## src/hdl/timer8_cfg.svh

```systemverilog
// Constants for the 8-bit waveform timer: offsets, fields, limits and reset values
`ifndef TIMER8_CFG_SVH
`define TIMER8_CFG_SVH

// ************************************************************
// Register byte offsets on the bus
// ************************************************************
`define OFS_CONTROL      8'h00
`define OFS_COUNT        8'h04
`define OFS_COMPARE      8'h08
`define OFS_FLAGS        8'h0C
`define OFS_PIN          8'h10

// ************************************************************
// Field positions
// ************************************************************
`define BIT_FORCE        7
`define BIT_MODE_LOW     6
`define BIT_ACTION_HI    5
`define BIT_ACTION_LO    4
`define BIT_MODE_HIGH    3
`define BIT_OVF_FLAG     0
`define BIT_MATCH_FLAG   1
`define BIT_PIN_DIR      0
`define BIT_PIN_DATA     1

// ************************************************************
// Counter limits and reset values
// ************************************************************
`define CNT_MAX          8'hFF
`define CNT_BOTTOM       8'h00
`define CNT_ONE          8'h01
`define CTRL_RESET       8'h00
`define BYTE_ZERO        8'h00
`define WORD_ZERO        32'h0000_0000

// ************************************************************
// Prescaler: terminal counts for divide by 8, 64, 256 and 1024
// ************************************************************
`define PRE_W            10
`define PRE_ZERO         10'h000
`define PRE_ONE          10'h001
`define PRE_END_8        10'h007
`define PRE_END_64       10'h03F
`define PRE_END_256      10'h0FF
`define PRE_END_1024     10'h3FF

// ************************************************************
// Clock select codes
// ************************************************************
`define CS_STOP          3'h0
`define CS_DIV1          3'h1
`define CS_DIV8          3'h2
`define CS_DIV64         3'h3
`define CS_DIV256        3'h4
`define CS_DIV1024       3'h5
`define CS_EXT_FALL      3'h6
`define CS_EXT_RISE      3'h7

// ************************************************************
// AHB transfer codes
// ************************************************************
`define HTRANS_NONSEQ    2'h2
`define HSIZE_WORD       3'h2

`endif

```

## src/hdl/timer8_pkg.sv

```systemverilog
// Types shared by the 8-bit waveform timer
package timer8_pkg;

    // Wave mode field decoded as {high, low}
    typedef enum logic [1:0] {
        MODE_NORMAL,
        MODE_PHASE_PWM,
        MODE_CLEAR_CMP,
        MODE_FAST_PWM
    } wave_mode_t;

    // Control register layout
    typedef struct packed {
        logic       force_compare_strobe;
        logic       wave_mode_low;
        logic [1:0] output_action_field;
        logic       wave_mode_high;
        logic [2:0] clock_select_field;
    } timer_control_t;

    // Pin group towards the port
    typedef struct packed {
        logic pin_out;
        logic pin_oe;
    } pin_drive_t;

endpackage

```

## src/hdl/timer8_waveform_generator.sv

```systemverilog
// 8-bit timer with normal, clear-on-compare, fast and phase-correct PWM modes
// Function
// - Fast PWM action 2 non-inverted, 3 inverted
// - Wave reaches pin only when pin output
// - Fast PWM: match action, opposite at wrap
// - Fast PWM period 256 prescaled ticks
// - Fast PWM: compare 0 spike, MAX constant
// - Mode 1 counts up then down
// - Phase PWM: up match clears, down sets
// - Eight bits, MAX held one tick
// - Phase PWM overflow flag at BOTTOM
// - Phase PWM period 510 ticks
// - Phase PWM: compare 0 low, MAX high
// - Missed up match level applied anyway
// - Synchronous, tick is a clock enable
// - Force strobe makes match in non-PWM modes
// - Force sets no flag, clears no counter
// - Force bit always reads zero
// - Mode bits 3 and 6, TOP rules
// - Compare update timing and overflow point
// - Clock select: stop, prescale, external edges
// - Non-PWM actions: off, toggle, clear, set
// - Compare at TOP ignored, action at TOP
// - Counter write blocks next tick match
`timescale 1ns/1ns
`include "timer8_cfg.svh"

module timer8_waveform_generator (
    // Clock and reset
    input  wire logic                    hclk,
    input  wire logic                    hresetn,
    // AHB-Lite slave
    input  wire logic                    hsel,
    input  wire logic [7:0]              haddr,
    input  wire logic [1:0]              htrans,
    input  wire logic                    hwrite,
    input  wire logic [2:0]              hsize,
    input  wire logic                    hready,
    input  wire logic [31:0]             hwdata,
    output logic      [31:0]             hrdata,
    output logic                         hreadyout,
    output logic                         hresp,
    // External count input
    input  wire logic                    ext_count_in,
    // Waveform pin
    output timer8_pkg::pin_drive_t       pin_drive,
    output logic                         wave_out
);
    import timer8_pkg::*;

    // ************************************************************
    // Bus slave
    // ************************************************************
    logic                  wr_pend_q;
    logic [7:0]            wr_addr_q;
    logic [31:0]           rdata_q;
    logic                  addr_ok;
    logic                  rd_take;
    logic                  wr_ctrl;
    logic                  wr_count;
    logic                  wr_cmp;
    logic                  wr_flags;
    logic                  wr_pin;
    logic [7:0]            wbyte;
    logic [7:0]            rd_byte;

    timer_control_t        ctrl_q;
    logic [7:0]            count_q;
    logic [7:0]            cmp_buf_q;
    logic [7:0]            cmp_act_q;
    logic                  ovf_q;
    logic                  match_q;
    logic                  pin_dir_q;
    logic                  pin_data_q;
    logic                  wave_q;
    logic                  down_q;
    logic                  up_hit_q;
    logic                  block_q;
    logic [`PRE_W-1:0]     pre_q;
    logic                  ext_q;

    // Address phase acceptance
    assign addr_ok  = hsel && hready && (htrans == `HTRANS_NONSEQ);
    assign rd_take  = addr_ok && !hwrite;
    assign wbyte    = hwdata[7:0];

    // Write strobes in the data phase
    assign wr_ctrl  = wr_pend_q && (wr_addr_q == `OFS_CONTROL);
    assign wr_count = wr_pend_q && (wr_addr_q == `OFS_COUNT);
    assign wr_cmp   = wr_pend_q && (wr_addr_q == `OFS_COMPARE);
    assign wr_flags = wr_pend_q && (wr_addr_q == `OFS_FLAGS);
    assign wr_pin   = wr_pend_q && (wr_addr_q == `OFS_PIN);

    // Read multiplexer; unmapped reads return zero
    always_comb begin
        if (haddr == `OFS_CONTROL) begin
            rd_byte = {1'b0, ctrl_q[6:0]};
        end else if (haddr == `OFS_COUNT) begin
            rd_byte = count_q;
        end else if (haddr == `OFS_COMPARE) begin
            rd_byte = cmp_buf_q;
        end else if (haddr == `OFS_FLAGS) begin
            rd_byte = {6'h00, match_q, ovf_q};
        end else if (haddr == `OFS_PIN) begin
            rd_byte = {6'h00, pin_data_q, pin_dir_q};
        end else begin
            rd_byte = `BYTE_ZERO;
        end
    end

    // Capture write address and read data at the address phase
    always_ff @(posedge hclk or negedge hresetn) begin
        if (!hresetn) begin
            wr_pend_q <= 1'b0;
            wr_addr_q <= `BYTE_ZERO;
            rdata_q   <= `WORD_ZERO;
        end else begin
            wr_pend_q <= addr_ok && hwrite;
            if (addr_ok) begin
                wr_addr_q <= haddr;
            end
            if (rd_take) begin
                rdata_q <= {24'h000000, rd_byte};
            end
        end
    end

    assign hrdata    = rdata_q;
    assign hreadyout = 1'b1;
    assign hresp     = 1'b0;

    // ************************************************************
    // Mode decode and timer tick
    // ************************************************************
    wave_mode_t            mode;
    logic                  pwm_mode;
    logic                  tick;
    logic                  ext_rise;
    logic                  ext_fall;
    logic [1:0]            act;

    assign mode     = wave_mode_t'({ctrl_q.wave_mode_high, ctrl_q.wave_mode_low});
    assign pwm_mode = (mode == MODE_PHASE_PWM) || (mode == MODE_FAST_PWM);
    assign act      = ctrl_q.output_action_field;
    assign ext_rise = ext_count_in && !ext_q;
    assign ext_fall = !ext_count_in && ext_q;

    // Tick selection acts as the clock enable of the counter
    always_comb begin
        case (ctrl_q.clock_select_field)
            `CS_DIV1:     tick = 1'b1;
            `CS_DIV8:     tick = ((pre_q & `PRE_END_8) == `PRE_END_8);
            `CS_DIV64:    tick = ((pre_q & `PRE_END_64) == `PRE_END_64);
            `CS_DIV256:   tick = ((pre_q & `PRE_END_256) == `PRE_END_256);
            `CS_DIV1024:  tick = (pre_q == `PRE_END_1024);
            `CS_EXT_FALL: tick = ext_fall;
            `CS_EXT_RISE: tick = ext_rise;
            default:      tick = 1'b0;
        endcase
    end

    // Free prescaler and external edge history
    always_ff @(posedge hclk or negedge hresetn) begin
        if (!hresetn) begin
            pre_q <= `PRE_ZERO;
            ext_q <= 1'b0;
        end else begin
            pre_q <= pre_q + `PRE_ONE;
            ext_q <= ext_count_in;
        end
    end

    // ************************************************************
    // Counter
    // ************************************************************
    logic                  at_max;
    logic                  at_bottom;
    logic                  cmp_eq;
    logic                  match;
    logic                  ctc_clear;
    logic                  pc_top;
    logic                  pc_bottom;
    logic                  ovf_evt;
    logic [7:0]            count_d;

    assign at_max    = (count_q == `CNT_MAX);
    assign at_bottom = (count_q == `CNT_BOTTOM);
    assign cmp_eq    = (count_q == cmp_act_q);
    assign match     = tick && cmp_eq && !block_q;
    assign ctc_clear = (mode == MODE_CLEAR_CMP) && cmp_eq;
    assign pc_top    = (mode == MODE_PHASE_PWM) && !down_q && at_max;
    assign pc_bottom = (mode == MODE_PHASE_PWM) && down_q && at_bottom;
    assign ovf_evt   = tick && ((mode == MODE_PHASE_PWM) ? pc_bottom : at_max);

    // Next count on a tick
    always_comb begin
        if (mode == MODE_PHASE_PWM) begin
            if (pc_top) begin
                count_d = count_q - `CNT_ONE;
            end else if (pc_bottom) begin
                count_d = count_q + `CNT_ONE;
            end else if (down_q) begin
                count_d = count_q - `CNT_ONE;
            end else begin
                count_d = count_q + `CNT_ONE;
            end
        end else if (ctc_clear) begin
            count_d = `CNT_BOTTOM;
        end else begin
            count_d = count_q + `CNT_ONE;
        end
    end

    // Count register, direction and match blocking
    always_ff @(posedge hclk or negedge hresetn) begin
        if (!hresetn) begin
            count_q <= `CNT_BOTTOM;
            down_q  <= 1'b0;
            block_q <= 1'b0;
        end else begin
            if (wr_count) begin
                count_q <= wbyte;
            end else if (tick) begin
                count_q <= count_d;
            end
            if (mode != MODE_PHASE_PWM) begin
                down_q <= 1'b0;
            end else if (tick && (pc_top || pc_bottom)) begin
                down_q <= !down_q;
            end
            if (wr_count) begin
                block_q <= 1'b1;
            end else if (tick) begin
                block_q <= 1'b0;
            end
        end
    end

    // Compare buffer and the value in use
    always_ff @(posedge hclk or negedge hresetn) begin
        if (!hresetn) begin
            cmp_buf_q <= `BYTE_ZERO;
            cmp_act_q <= `BYTE_ZERO;
        end else begin
            if (wr_cmp) begin
                cmp_buf_q <= wbyte;
            end
            if (!pwm_mode) begin
                cmp_act_q <= wr_cmp ? wbyte : cmp_buf_q;
            end else if (tick && pc_top) begin
                cmp_act_q <= cmp_buf_q;
            end else if (tick && (mode == MODE_FAST_PWM) && at_max) begin
                cmp_act_q <= cmp_buf_q;
            end
        end
    end

    // ************************************************************
    // Control, flags and pin registers
    // ************************************************************
    logic                  force_hit;
    logic [1:0]            force_act;

    // Force strobe needs a non-PWM mode both in the byte written with it and in the current mode, uses the written action and is never stored
    assign force_hit = wr_ctrl && wbyte[`BIT_FORCE] && !wbyte[`BIT_MODE_LOW];
    assign force_act = force_hit ? wbyte[`BIT_ACTION_HI:`BIT_ACTION_LO] : act;

    always_ff @(posedge hclk or negedge hresetn) begin
        if (!hresetn) begin
            ctrl_q     <= timer_control_t'(`CTRL_RESET);
            pin_dir_q  <= 1'b0;
            pin_data_q <= 1'b0;
        end else begin
            if (wr_ctrl) begin
                ctrl_q <= timer_control_t'({1'b0, wbyte[6:0]});
            end
            if (wr_pin) begin
                pin_dir_q  <= wbyte[`BIT_PIN_DIR];
                pin_data_q <= wbyte[`BIT_PIN_DATA];
            end
        end
    end

    // Sticky flags; write one clears, a new event wins over the clear
    always_ff @(posedge hclk or negedge hresetn) begin
        if (!hresetn) begin
            ovf_q   <= 1'b0;
            match_q <= 1'b0;
        end else begin
            if (ovf_evt) begin
                ovf_q <= 1'b1;
            end else if (wr_flags && wbyte[`BIT_OVF_FLAG]) begin
                ovf_q <= 1'b0;
            end
            if (match) begin
                match_q <= 1'b1;
            end else if (wr_flags && wbyte[`BIT_MATCH_FLAG]) begin
                match_q <= 1'b0;
            end
        end
    end

    // ************************************************************
    // Waveform generator
    // ************************************************************
    logic                  cmp_top;
    logic                  wave_d;
    logic                  up_hit_d;

    assign cmp_top = act[1] && (cmp_act_q == `CNT_MAX);

    always_comb begin
        wave_d   = wave_q;
        up_hit_d = up_hit_q;
        if (mode == MODE_FAST_PWM) begin
            if (tick && at_max && act[1]) begin
                wave_d = !act[0];
            end else if (match && act[1] && !cmp_top) begin
                wave_d = act[0];
            end
        end else if (mode == MODE_PHASE_PWM) begin
            if (tick && pc_bottom) begin
                up_hit_d = 1'b0;
            end
            if (tick && pc_top && act[1]) begin
                if (cmp_top) begin
                    wave_d = !act[0];
                end else if (!up_hit_q) begin
                    wave_d = act[0];
                end
            end else if (match && act[1] && !cmp_top) begin
                wave_d = (down_q && !pc_bottom) ? !act[0] : act[0];
                if (!down_q || pc_bottom) begin              // BOTTOM match opens the up slope
                    up_hit_d = 1'b1;
                end
            end
        end else if (match || force_hit) begin
            case (force_act)
                2'h1:    wave_d = !wave_q;
                2'h2:    wave_d = 1'b0;
                2'h3:    wave_d = 1'b1;
                default: wave_d = wave_q;
            endcase
        end
    end

    always_ff @(posedge hclk or negedge hresetn) begin
        if (!hresetn) begin
            wave_q   <= 1'b0;
            up_hit_q <= 1'b0;
        end else begin
            wave_q   <= wave_d;
            up_hit_q <= up_hit_d;
        end
    end

    // Pin mux: wave drives only with action set and direction output
    assign wave_out          = wave_q;
    assign pin_drive.pin_oe  = pin_dir_q;
    assign pin_drive.pin_out = (act != 2'h0) ? wave_q : pin_data_q;

endmodule

```

## config.mk

```make
export PLATFORM = sky130hd
export DESIGN_NAME = timer8_waveform_generator
export DESIGN_NICKNAME = d
export VERILOG_FILES = /design/src/hdl/timer8_pkg.sv /design/src/hdl/timer8_waveform_generator.sv
export VERILOG_INCLUDE_DIRS = /design/src /design/src/hdl
export SDC_FILE = /design/constraint.sdc
export NUM_CORES = 1
export LEC_CHECK = 0
export BUFFER_PORTS_ARGS = -buffer_cell sky130_fd_sc_hd__buf_2
export CORE_ASPECT_RATIO = 2
export CORE_MARGIN = 5
export CORE_UTILIZATION = 30
export DETAILED_ROUTE_END_ITERATION = 8
export SKIP_CTS_REPAIR_TIMING = 1
export SYNTH_ARGS = -nofsm -noshare
export SYNTH_HDL_FRONTEND = slang
export SYNTH_SLANG_ARGS = --single-unit
export TNS_END_PERCENT = 100
```

## constraint.sdc

```tcl
create_clock -name hclk -period 3.47 [get_ports hclk]
set_input_delay 0.694 -clock hclk [delete_from_list [all_inputs] [get_ports hclk]]
set_output_delay 0.694 -clock hclk [all_outputs]
set_load 0.02 [all_outputs]
```

==> impl_metrics.env, run 1 <==
export IMPL_drcViolationCount=0
export IMPL_grt_pass1_wl_um=16600
export IMPL_hold_violations=0
export IMPL_post_route_period_util_pct=82.2
export IMPL_fillerInstances=1347
export IMPL_hold_path_class="input port to asynchronous set/reset pin"
export IMPL_fin_worst_skew_ns=0.00770
export IMPL_port_buffers=34
export IMPL_vias=3108
export IMPL_relSlewSlack_pct=46.1
export IMPL_numCtsBuffers=9
export IMPL_dieArea_sq_mm=0.0157
export IMPL_ys_flop_type="dfrtp_1"
export IMPL_cts_buffer_depth=2
export IMPL_status="complete, no violations"
export IMPL_area_growth_pct=13.3
export IMPL_core_area_sq_mm=0.0130
export IMPL_yosysUniqueCellTypes=59
export IMPL_drt_first_pass_iters=4
export IMPL_wl_um=10700
export IMPL_period_minus_slack_ns=2.85
export IMPL_routabilityCongestion=0.872
export IMPL_pre_cts_ws_ns=0.642
export IMPL_syn_area_per_cell_sq_um=9.70
export IMPL_fp_dieW_um=91.1
export IMPL_endpoint_kind="flip-flop"
export IMPL_grt_max_degree=28
export IMPL_via_per_inst=5.22
export IMPL_htree_levels=3
export IMPL_max_cap_viol_count=0
export IMPL_ys_ff_latch=67
export IMPL_cts_tree="built"
export IMPL_num_io_pins=88
export IMPL_initial_utilization_pct=30.4
export IMPL_root_buffer="clkbuf_16"
export IMPL_path_max_fanout=8
export IMPL_netlist_area_sq_mm=0.00395
export IMPL_required_ns=3.68
export IMPL_powerDensity_mw_per_mm2=522
export IMPL_nets=493
export IMPL_clk_latency_ns=0.34
export IMPL_yosys_warnings=0
export IMPL_core_rowCount=59
export IMPL_synthArstFlopShare_pct=100
export IMPL_grt_pass1_vias=3088
export IMPL_power_leakage_nw=1.98
export IMPL_syn_inst=407
export IMPL_drv_slew=0
export IMPL_setup_viol=0
export IMPL_max_vdd_ir_drop_uv=328
export IMPL_synth_edff_count=0
export IMPL_drt_wirelength_per_cell_um=17.9
export IMPL_arrival_ns=3.06
export IMPL_path_class="flip-flop to flip-flop"
export IMPL_drt_initial_drc_count=201
export IMPL_maxClockFrequency_mhz=351
export IMPL_fin_area_sq_mm=0.00447
export IMPL_die_height_um=172
export IMPL_grt_ovfl_total=0
export IMPL_grt_setup_unrepaired="false"
export IMPL_ant_nets=0
export IMPL_worst_slack_ns=0.617
export IMPL_insertedDiodeCount=0
export IMPL_cts_clk_slew_worst_paths_ns=0.06
export IMPL_hpwl_um=8270
export IMPL_postPlaceCellArea_sq_mm=0.00418
export IMPL_final_util_pct=34.4
export IMPL_drive_gt1_share_pct=21.7
export IMPL_start_kind="flip-flop"
export IMPL_antenna_found_initial=0
export IMPL_worst_slew_pin_slew_ns=0.809
export IMPL_setup_tns_ns=0
export IMPL_grt_total_usage_pct=13.8
export IMPL_clkSinkCount=67
export IMPL_ys_seq_area_share_pct=42.5
## critical path, cell delays in order, from the launching register on
cell and delay [ns]:
dfrtp_1 0.47, inv_1 0.21, ha_1 0.27, inv_1 0.08, o41a_1 0.49, o21ai_2 0.39
mux2i_1 0.34, mux2i_1 0.23, a2bb2oi_1 0.17, a21oi_1 0.08
## where the power goes
part | internal, W | switching (W) | total, W
combinational | 0.000191 | 0.000277 | 0.000468
sequential | 0.000863 | 0.000103 | 0.000965
clock | 0.000569 | 0.000334 | 0.000903
total | 0.00162 | 0.000715 | 0.00234
## kinds of logic (layout without fill, tap and decap cells)
family	after synthesis	count (layout)	share of synthesized area [%]
and+or+nand+nor	135	135	17.8
xor gates and xnor gates	15	15	3.33
DFF	67	67	42.5
AOI/OAI and AO/OA	76	76	12.9
other	2	26	0.190
adders and majority gates	4	4	1.27
muxes	50	50	13.8
buffers and inverters	58	70	8.27
## state kept, by name, indices dropped and copies added (netlist names)
signal      flops
ovf_q           1
ctrl_q          5
wr_pend_q       1
ext_q           1
cmp_buf_q       8
wr_addr_q       8
count_q         8
pin_data_q      1
up_hit_q        1
hrdata          8
block_q         1
match_q         1
cmp_act_q       8
wave_out        1
pre_q          10
down_q          1
pin_dir_q       1
act             2
## final timing paths
path	from	cells after the start	to	slack, ns
max in group asynchronous	hresetn	2	wr_addr_q[7]	2.35
setup / recovery	count_q[1]	9	count_q[6]	0.62
min in group hclk	hrdata[6]	2	hrdata[6]	0.47
hold / removal	hresetn	1	pre_q[7]	0.36
hold reg to reg	hrdata[6]	2	hrdata[6]	0.47
setup reg to reg	count_q[1]	9	count_q[6]	0.62
## cell usage in the layout (no fill, tap or decap), types with 4 or more instances in the layout
cell	instances
buf_4	9
nor2_1	28
dfrtp_1	67
clkinv_2	5
and3_1	6
nand2_1	42
xor2_1	11
inv_1	11
clkbuf_16	9
nor3_1	8
nor4b_1	4
conb_1	26
xnor2_1	4
a31oi_1	5
nand3_1	11
o211ai_1	5
a21oi_1	13
nand4_1	8
ha_1	4
mux2i_1	23
buf_2	34
mux2_2	26
o21ai_0	22
## per-layer routing
metal,vias to the layer above,part of all wire (%),GRT usage (%)
met3,26,3.8,2.48
met2,95,57,26.9
met4,0,5.4,9.00
met1,1517,34,12.8
met5,-,0,0
li1,1470,-,-
## synthesized netlist by cell type (2+ instances only)
cell type | instances | area, sq um
mux2_2 | 26 | 293
nand4_1 | 8 | 50.1
inv_1 | 11 | 41.3
nor2_1 | 28 | 105
nand4b_1 | 3 | 26.3
nand2_1 | 42 | 158
dfrtp_1 | 67 | 1680
or2_2 | 3 | 18.8
ha_1 | 4 | 50.1
nor4b_1 | 4 | 35.0
clkbuf_1 | 17 | 63.8
nor4_1 | 3 | 18.8
nand2b_1 | 2 | 12.5
a211oi_1 | 2 | 15.0
o31ai_1 | 3 | 22.5
and4_1 | 2 | 17.5
o21ai_0 | 22 | 110
a32o_1 | 2 | 20.0
buf_1 | 2 | 7.51
a2bb2oi_1 | 3 | 26.3
o41ai_1 | 2 | 17.5
a22o_1 | 3 | 26.3
nor2b_1 | 2 | 12.5
a21oi_1 | 13 | 65.1
buf_4 | 27 | 203
mux2i_1 | 23 | 230
nand3b_1 | 2 | 15.0
or3_1 | 3 | 18.8
a21boi_0 | 2 | 15.0
and3_1 | 6 | 37.5
nand3_1 | 11 | 55.1
o211ai_1 | 5 | 37.5
conb_1 | 2 | 7.51
xor2_1 | 11 | 96.3
xnor2_1 | 4 | 35.0
a31oi_1 | 5 | 31.3
nor3b_1 | 2 | 15.0
a22oi_1 | 2 | 15.0
nor3_1 | 8 | 40.0
## final cells by class
cell class / count / area (sq um) / area share [%]
multi-input combinational: 306 / 2030 / 45.5
timing repair buffer: 43 / 238 / 5.31
clock inverter: 6 / 55.1 / 1.23
clock buffer: 10 / 239 / 5.34
sequential: 67 / 1680 / 37.5
inverter: 11 / 41.3 / 0.923
tap: 152 / 190 / 4.25
## per-stage QoR
| step | hold slack [ns] | instances | power, W |
|---|---|---|---|
| global placement | 0.456 | 579 | 0.00143 |
| detailed placement | 0.460 | 579 | 0.00144 |
| floorplan | 0.398 | 431 | 0.00130 |
| CTS | 0.382 | 595 | 0.00235 |
| finish | 0.362 | 595 | 0.00234 |
| global route | 0.418 | 595 | 0.00245 |
No activity file was read; power rests on OpenSTA's default activity.
==> run 2: changes to the inputs <==
--- a/config.mk
+++ b/config.mk
@@ -6,6 +6,7 @@
 export SDC_FILE = /design/constraint.sdc
 export NUM_CORES = 1
 export LEC_CHECK = 0
+export ABC_AREA = 1
 export BUFFER_PORTS_ARGS = -buffer_cell sky130_fd_sc_hd__buf_2
 export CORE_ASPECT_RATIO = 2
 export CORE_MARGIN = 5
==> constraint.sdc (replaced) <==
create_clock -name hclk -period 2.4 [get_ports hclk]
set_input_delay 0.48 -clock hclk [delete_from_list [all_inputs] [get_ports hclk]]
set_output_delay 0.48 -clock hclk [all_outputs]
set_load 0.02 [all_outputs]
==> run 2 against run 1 <==
Fmax increased by 34%. First-iteration DRC count increased by 8.5%. Design area increased by 5.9%. Power increased by 77%. Setup slack got worse by 0.35 ns. Critical path depth increased by 1. Largest cell class unchanged.
==> impl_metrics.env, run 2 <==
export IMPL_path_max_fanout=7
export IMPL_layout_commonest_cell="nand2_1"
export IMPL_path_class="flip-flop to flip-flop"
export IMPL_port_buffers=34
export IMPL_dieArea_sq_mm=0.0163
export IMPL_initial_utilization_pct=30.5
export IMPL_antenna_found_initial=0
export IMPL_vias=3665
export IMPL_drive_gt1_share_pct=15.6
export IMPL_hold_path_class="input port to asynchronous set/reset pin"
export IMPL_setup_viol=0
export IMPL_yosysTopAreaCell="dfrtp_1"
export IMPL_ys_flop_type="dfrtp_1"
export IMPL_die_height_um=176
export IMPL_largest_reg_flops=10
export IMPL_syn_area_per_cell_sq_um=7.69
export IMPL_grt_pass1_vias=3741
export IMPL_grt_setup_unrepaired="false"
export IMPL_hpwl_um=9280
export IMPL_cts_clk_slew_worst_paths_ns=0.06
export IMPL_r2r_slack_ns=0.26
export IMPL_clk_latency_ns=0.33
export IMPL_grt_max_degree=68
export IMPL_ys_seq_area_share_pct=40.7
export IMPL_hold_violations=0
export IMPL_ys_top_cells_by_area="dfrtp_1 41%, nand2_1 13%, inv_1 5.9%"
export IMPL_netlist_area_sq_mm=0.00412
export IMPL_synth_common_cells="139 x nand2_1, 67 x dfrtp_1, 65 x inv_1, 40 x nor2_1, 30 x o21ai_0"
export IMPL_drt_initial_drc_count=218
export IMPL_clkSinkCount=67
export IMPL_largest_register="pre_q"
export IMPL_cts_tree="built"
export IMPL_nets=634
export IMPL_cpMaxStageDelayCell="dfrtp_1"
export IMPL_cp_cell_sequence="ha_1 > nand2_1 > nor2_4 > nand3_4 > nor2_4 > a21boi_2 > o21ai_1 > clkinv_1 > nand2_2 > o211ai_1"
export IMPL_endpoint_kind="flip-flop"
export IMPL_syn_inst=536
export IMPL_routabilityCongestion=0.950
export IMPL_drcViolationCount=0
export IMPL_required_ns=2.64
export IMPL_drv_slew=0
export IMPL_fillerInstances=1444
export IMPL_synth_top_cell_area_share_pct=40.7
export IMPL_cp_num_buf_inv=1
export IMPL_power_leakage_nw=2.40
export IMPL_fin_worst_skew_ns=0.00955
export IMPL_fp_dieW_um=92.9
export IMPL_max_vdd_ir_drop_uv=469
export IMPL_core_rowCount=60
export IMPL_status="complete, no violations"
export IMPL_ys_ff_latch=67
export IMPL_powerDensity_mw_per_mm2=873
export IMPL_grt_ovfl_total=0
export IMPL_pre_cts_ws_ns=0.289
export IMPL_yosysUniqueCellTypes=44
export IMPL_critPathMaxStageDelay_ns=0.45
export IMPL_instances_no_fill=739
export IMPL_period_minus_slack_ns=2.14
export IMPL_post_route_period_util_pct=89.0
export IMPL_place_inst=723
export IMPL_synth_most_common_cell="nand2_1"
export IMPL_via_per_inst=4.96
export IMPL_numCtsBuffers=9
export IMPL_final_util_pct=35.1
export IMPL_grt_total_usage_pct=15.2
export IMPL_mostFrequentLayoutCells="139 x nand2_1, 67 x dfrtp_1, 65 x inv_1, 40 x nor2_1, 34 x buf_2"
export IMPL_core_area_sq_mm=0.0135
export IMPL_wl_um=11700
export IMPL_area_growth_pct=14.9
export IMPL_max_cap_viol_count=0
export IMPL_cts_buffer_depth=2
export IMPL_num_io_pins=88
export IMPL_drt_wirelength_per_cell_um=15.9
export IMPL_synthArstFlopShare_pct=100
export IMPL_grt_pass1_wl_um=18900
export IMPL_yosys_warnings=0
export IMPL_cpLargestDelayFamily="simple AND/OR/NAND/NOR gates"
export IMPL_arrival_ns=2.38
export IMPL_worst_slew_pin_slew_ns=0.528
export IMPL_insertedDiodeCount=0
export IMPL_ant_nets=0
export IMPL_worst_slack_ns=0.264
export IMPL_root_buffer="clkbuf_16"
export IMPL_relSlewSlack_pct=64.7
export IMPL_maxClockFrequency_mhz=468
export IMPL_setup_tns_ns=0
export IMPL_crit_top_cell="nor2_4"
export IMPL_start_kind="flip-flop"
export IMPL_synth_edff_count=0
export IMPL_htree_levels=3
export IMPL_drt_first_pass_iters=4
## run 2: changes by cell type in the layout (fill, tap and decap cells not counted), moves of 12 or more
cell	previous run	this run
inv_1	11	65
mux2_2	26	1
mux2i_1	23	1
nand2_1	42	139
nand3_1	11	25
nor2_1	28	40
## run 2: path summary, 6_finish.rpt
kind                                      to    startpoint  depth (start not counted)
worst max-delay path            cmp_act_q[0]    count_q[1]                         10
worst min-delay path               hrdata[5]       hresetn                          2
worst max register to register  cmp_act_q[0]    count_q[1]                         10
worst min register to register      pre_q[0]      pre_q[0]                          1
max in group asynchronous           pre_q[8]       hresetn                          2
min in group hclk                      ext_q  ext_count_in                          1
## run 2: metrics by stage
stage | hold slack [ns] | area [sq um] | power, W
finish | 0.152 | 4740 | 0.00414
floorplan | 0.184 | 4210 | 0.00241
global route | 0.191 | 4740 | 0.00438
CTS | 0.174 | 4740 | 0.00417
detailed placement | 0.439 | 4420 | 0.00273
global placement | 0.437 | 4420 | 0.00269
## run 2: logic make-up (layout without fill, tap and decap cells)
kind of cell	after synthesis	in the layout	synth area share [%]
and+or+nand+nor	245	245	27.2
buffers and inverters	111	135	12.9
AOI/OAI and AO/OA	82	82	12.5
DFF	67	67	40.7
xor gates and xnor gates	23	23	4.88
adders and majority gates	4	4	1.21
other	2	26	0.182
muxes	2	2	0.516
## run 2: power by group
part	internal, W	switching, W
Combinational	0.000431	0.000726
Sequential	0.00133	0.000236
Clock	0.000907	0.000506
## run 2: layout make-up
| type | count | area, sq um | area share [%] |
|---|---|---|---|
| Inverter | 74 | 280 | 5.91 |
| Multi-Input combinational cell | 382 | 2010 | 42.3 |
| Timing Repair Buffer | 45 | 265 | 5.60 |
| Clock inverter | 7 | 92.6 | 1.95 |
| Sequential cell | 67 | 1680 | 35.4 |
| Tap cell | 155 | 194 | 4.09 |
| Clock buffer | 9 | 225 | 4.75 |
## run 2: layer usage
metal	track usage (%)	part of all wire [%]	wire length, um	up-vias
met5	0	0	0	-
met4	13.4	7.9	928	0
met3	2.14	4.2	490	39
met2	27.8	54	6350	133
met1	14.1	34	3950	1724
li1	-	-	-	1769
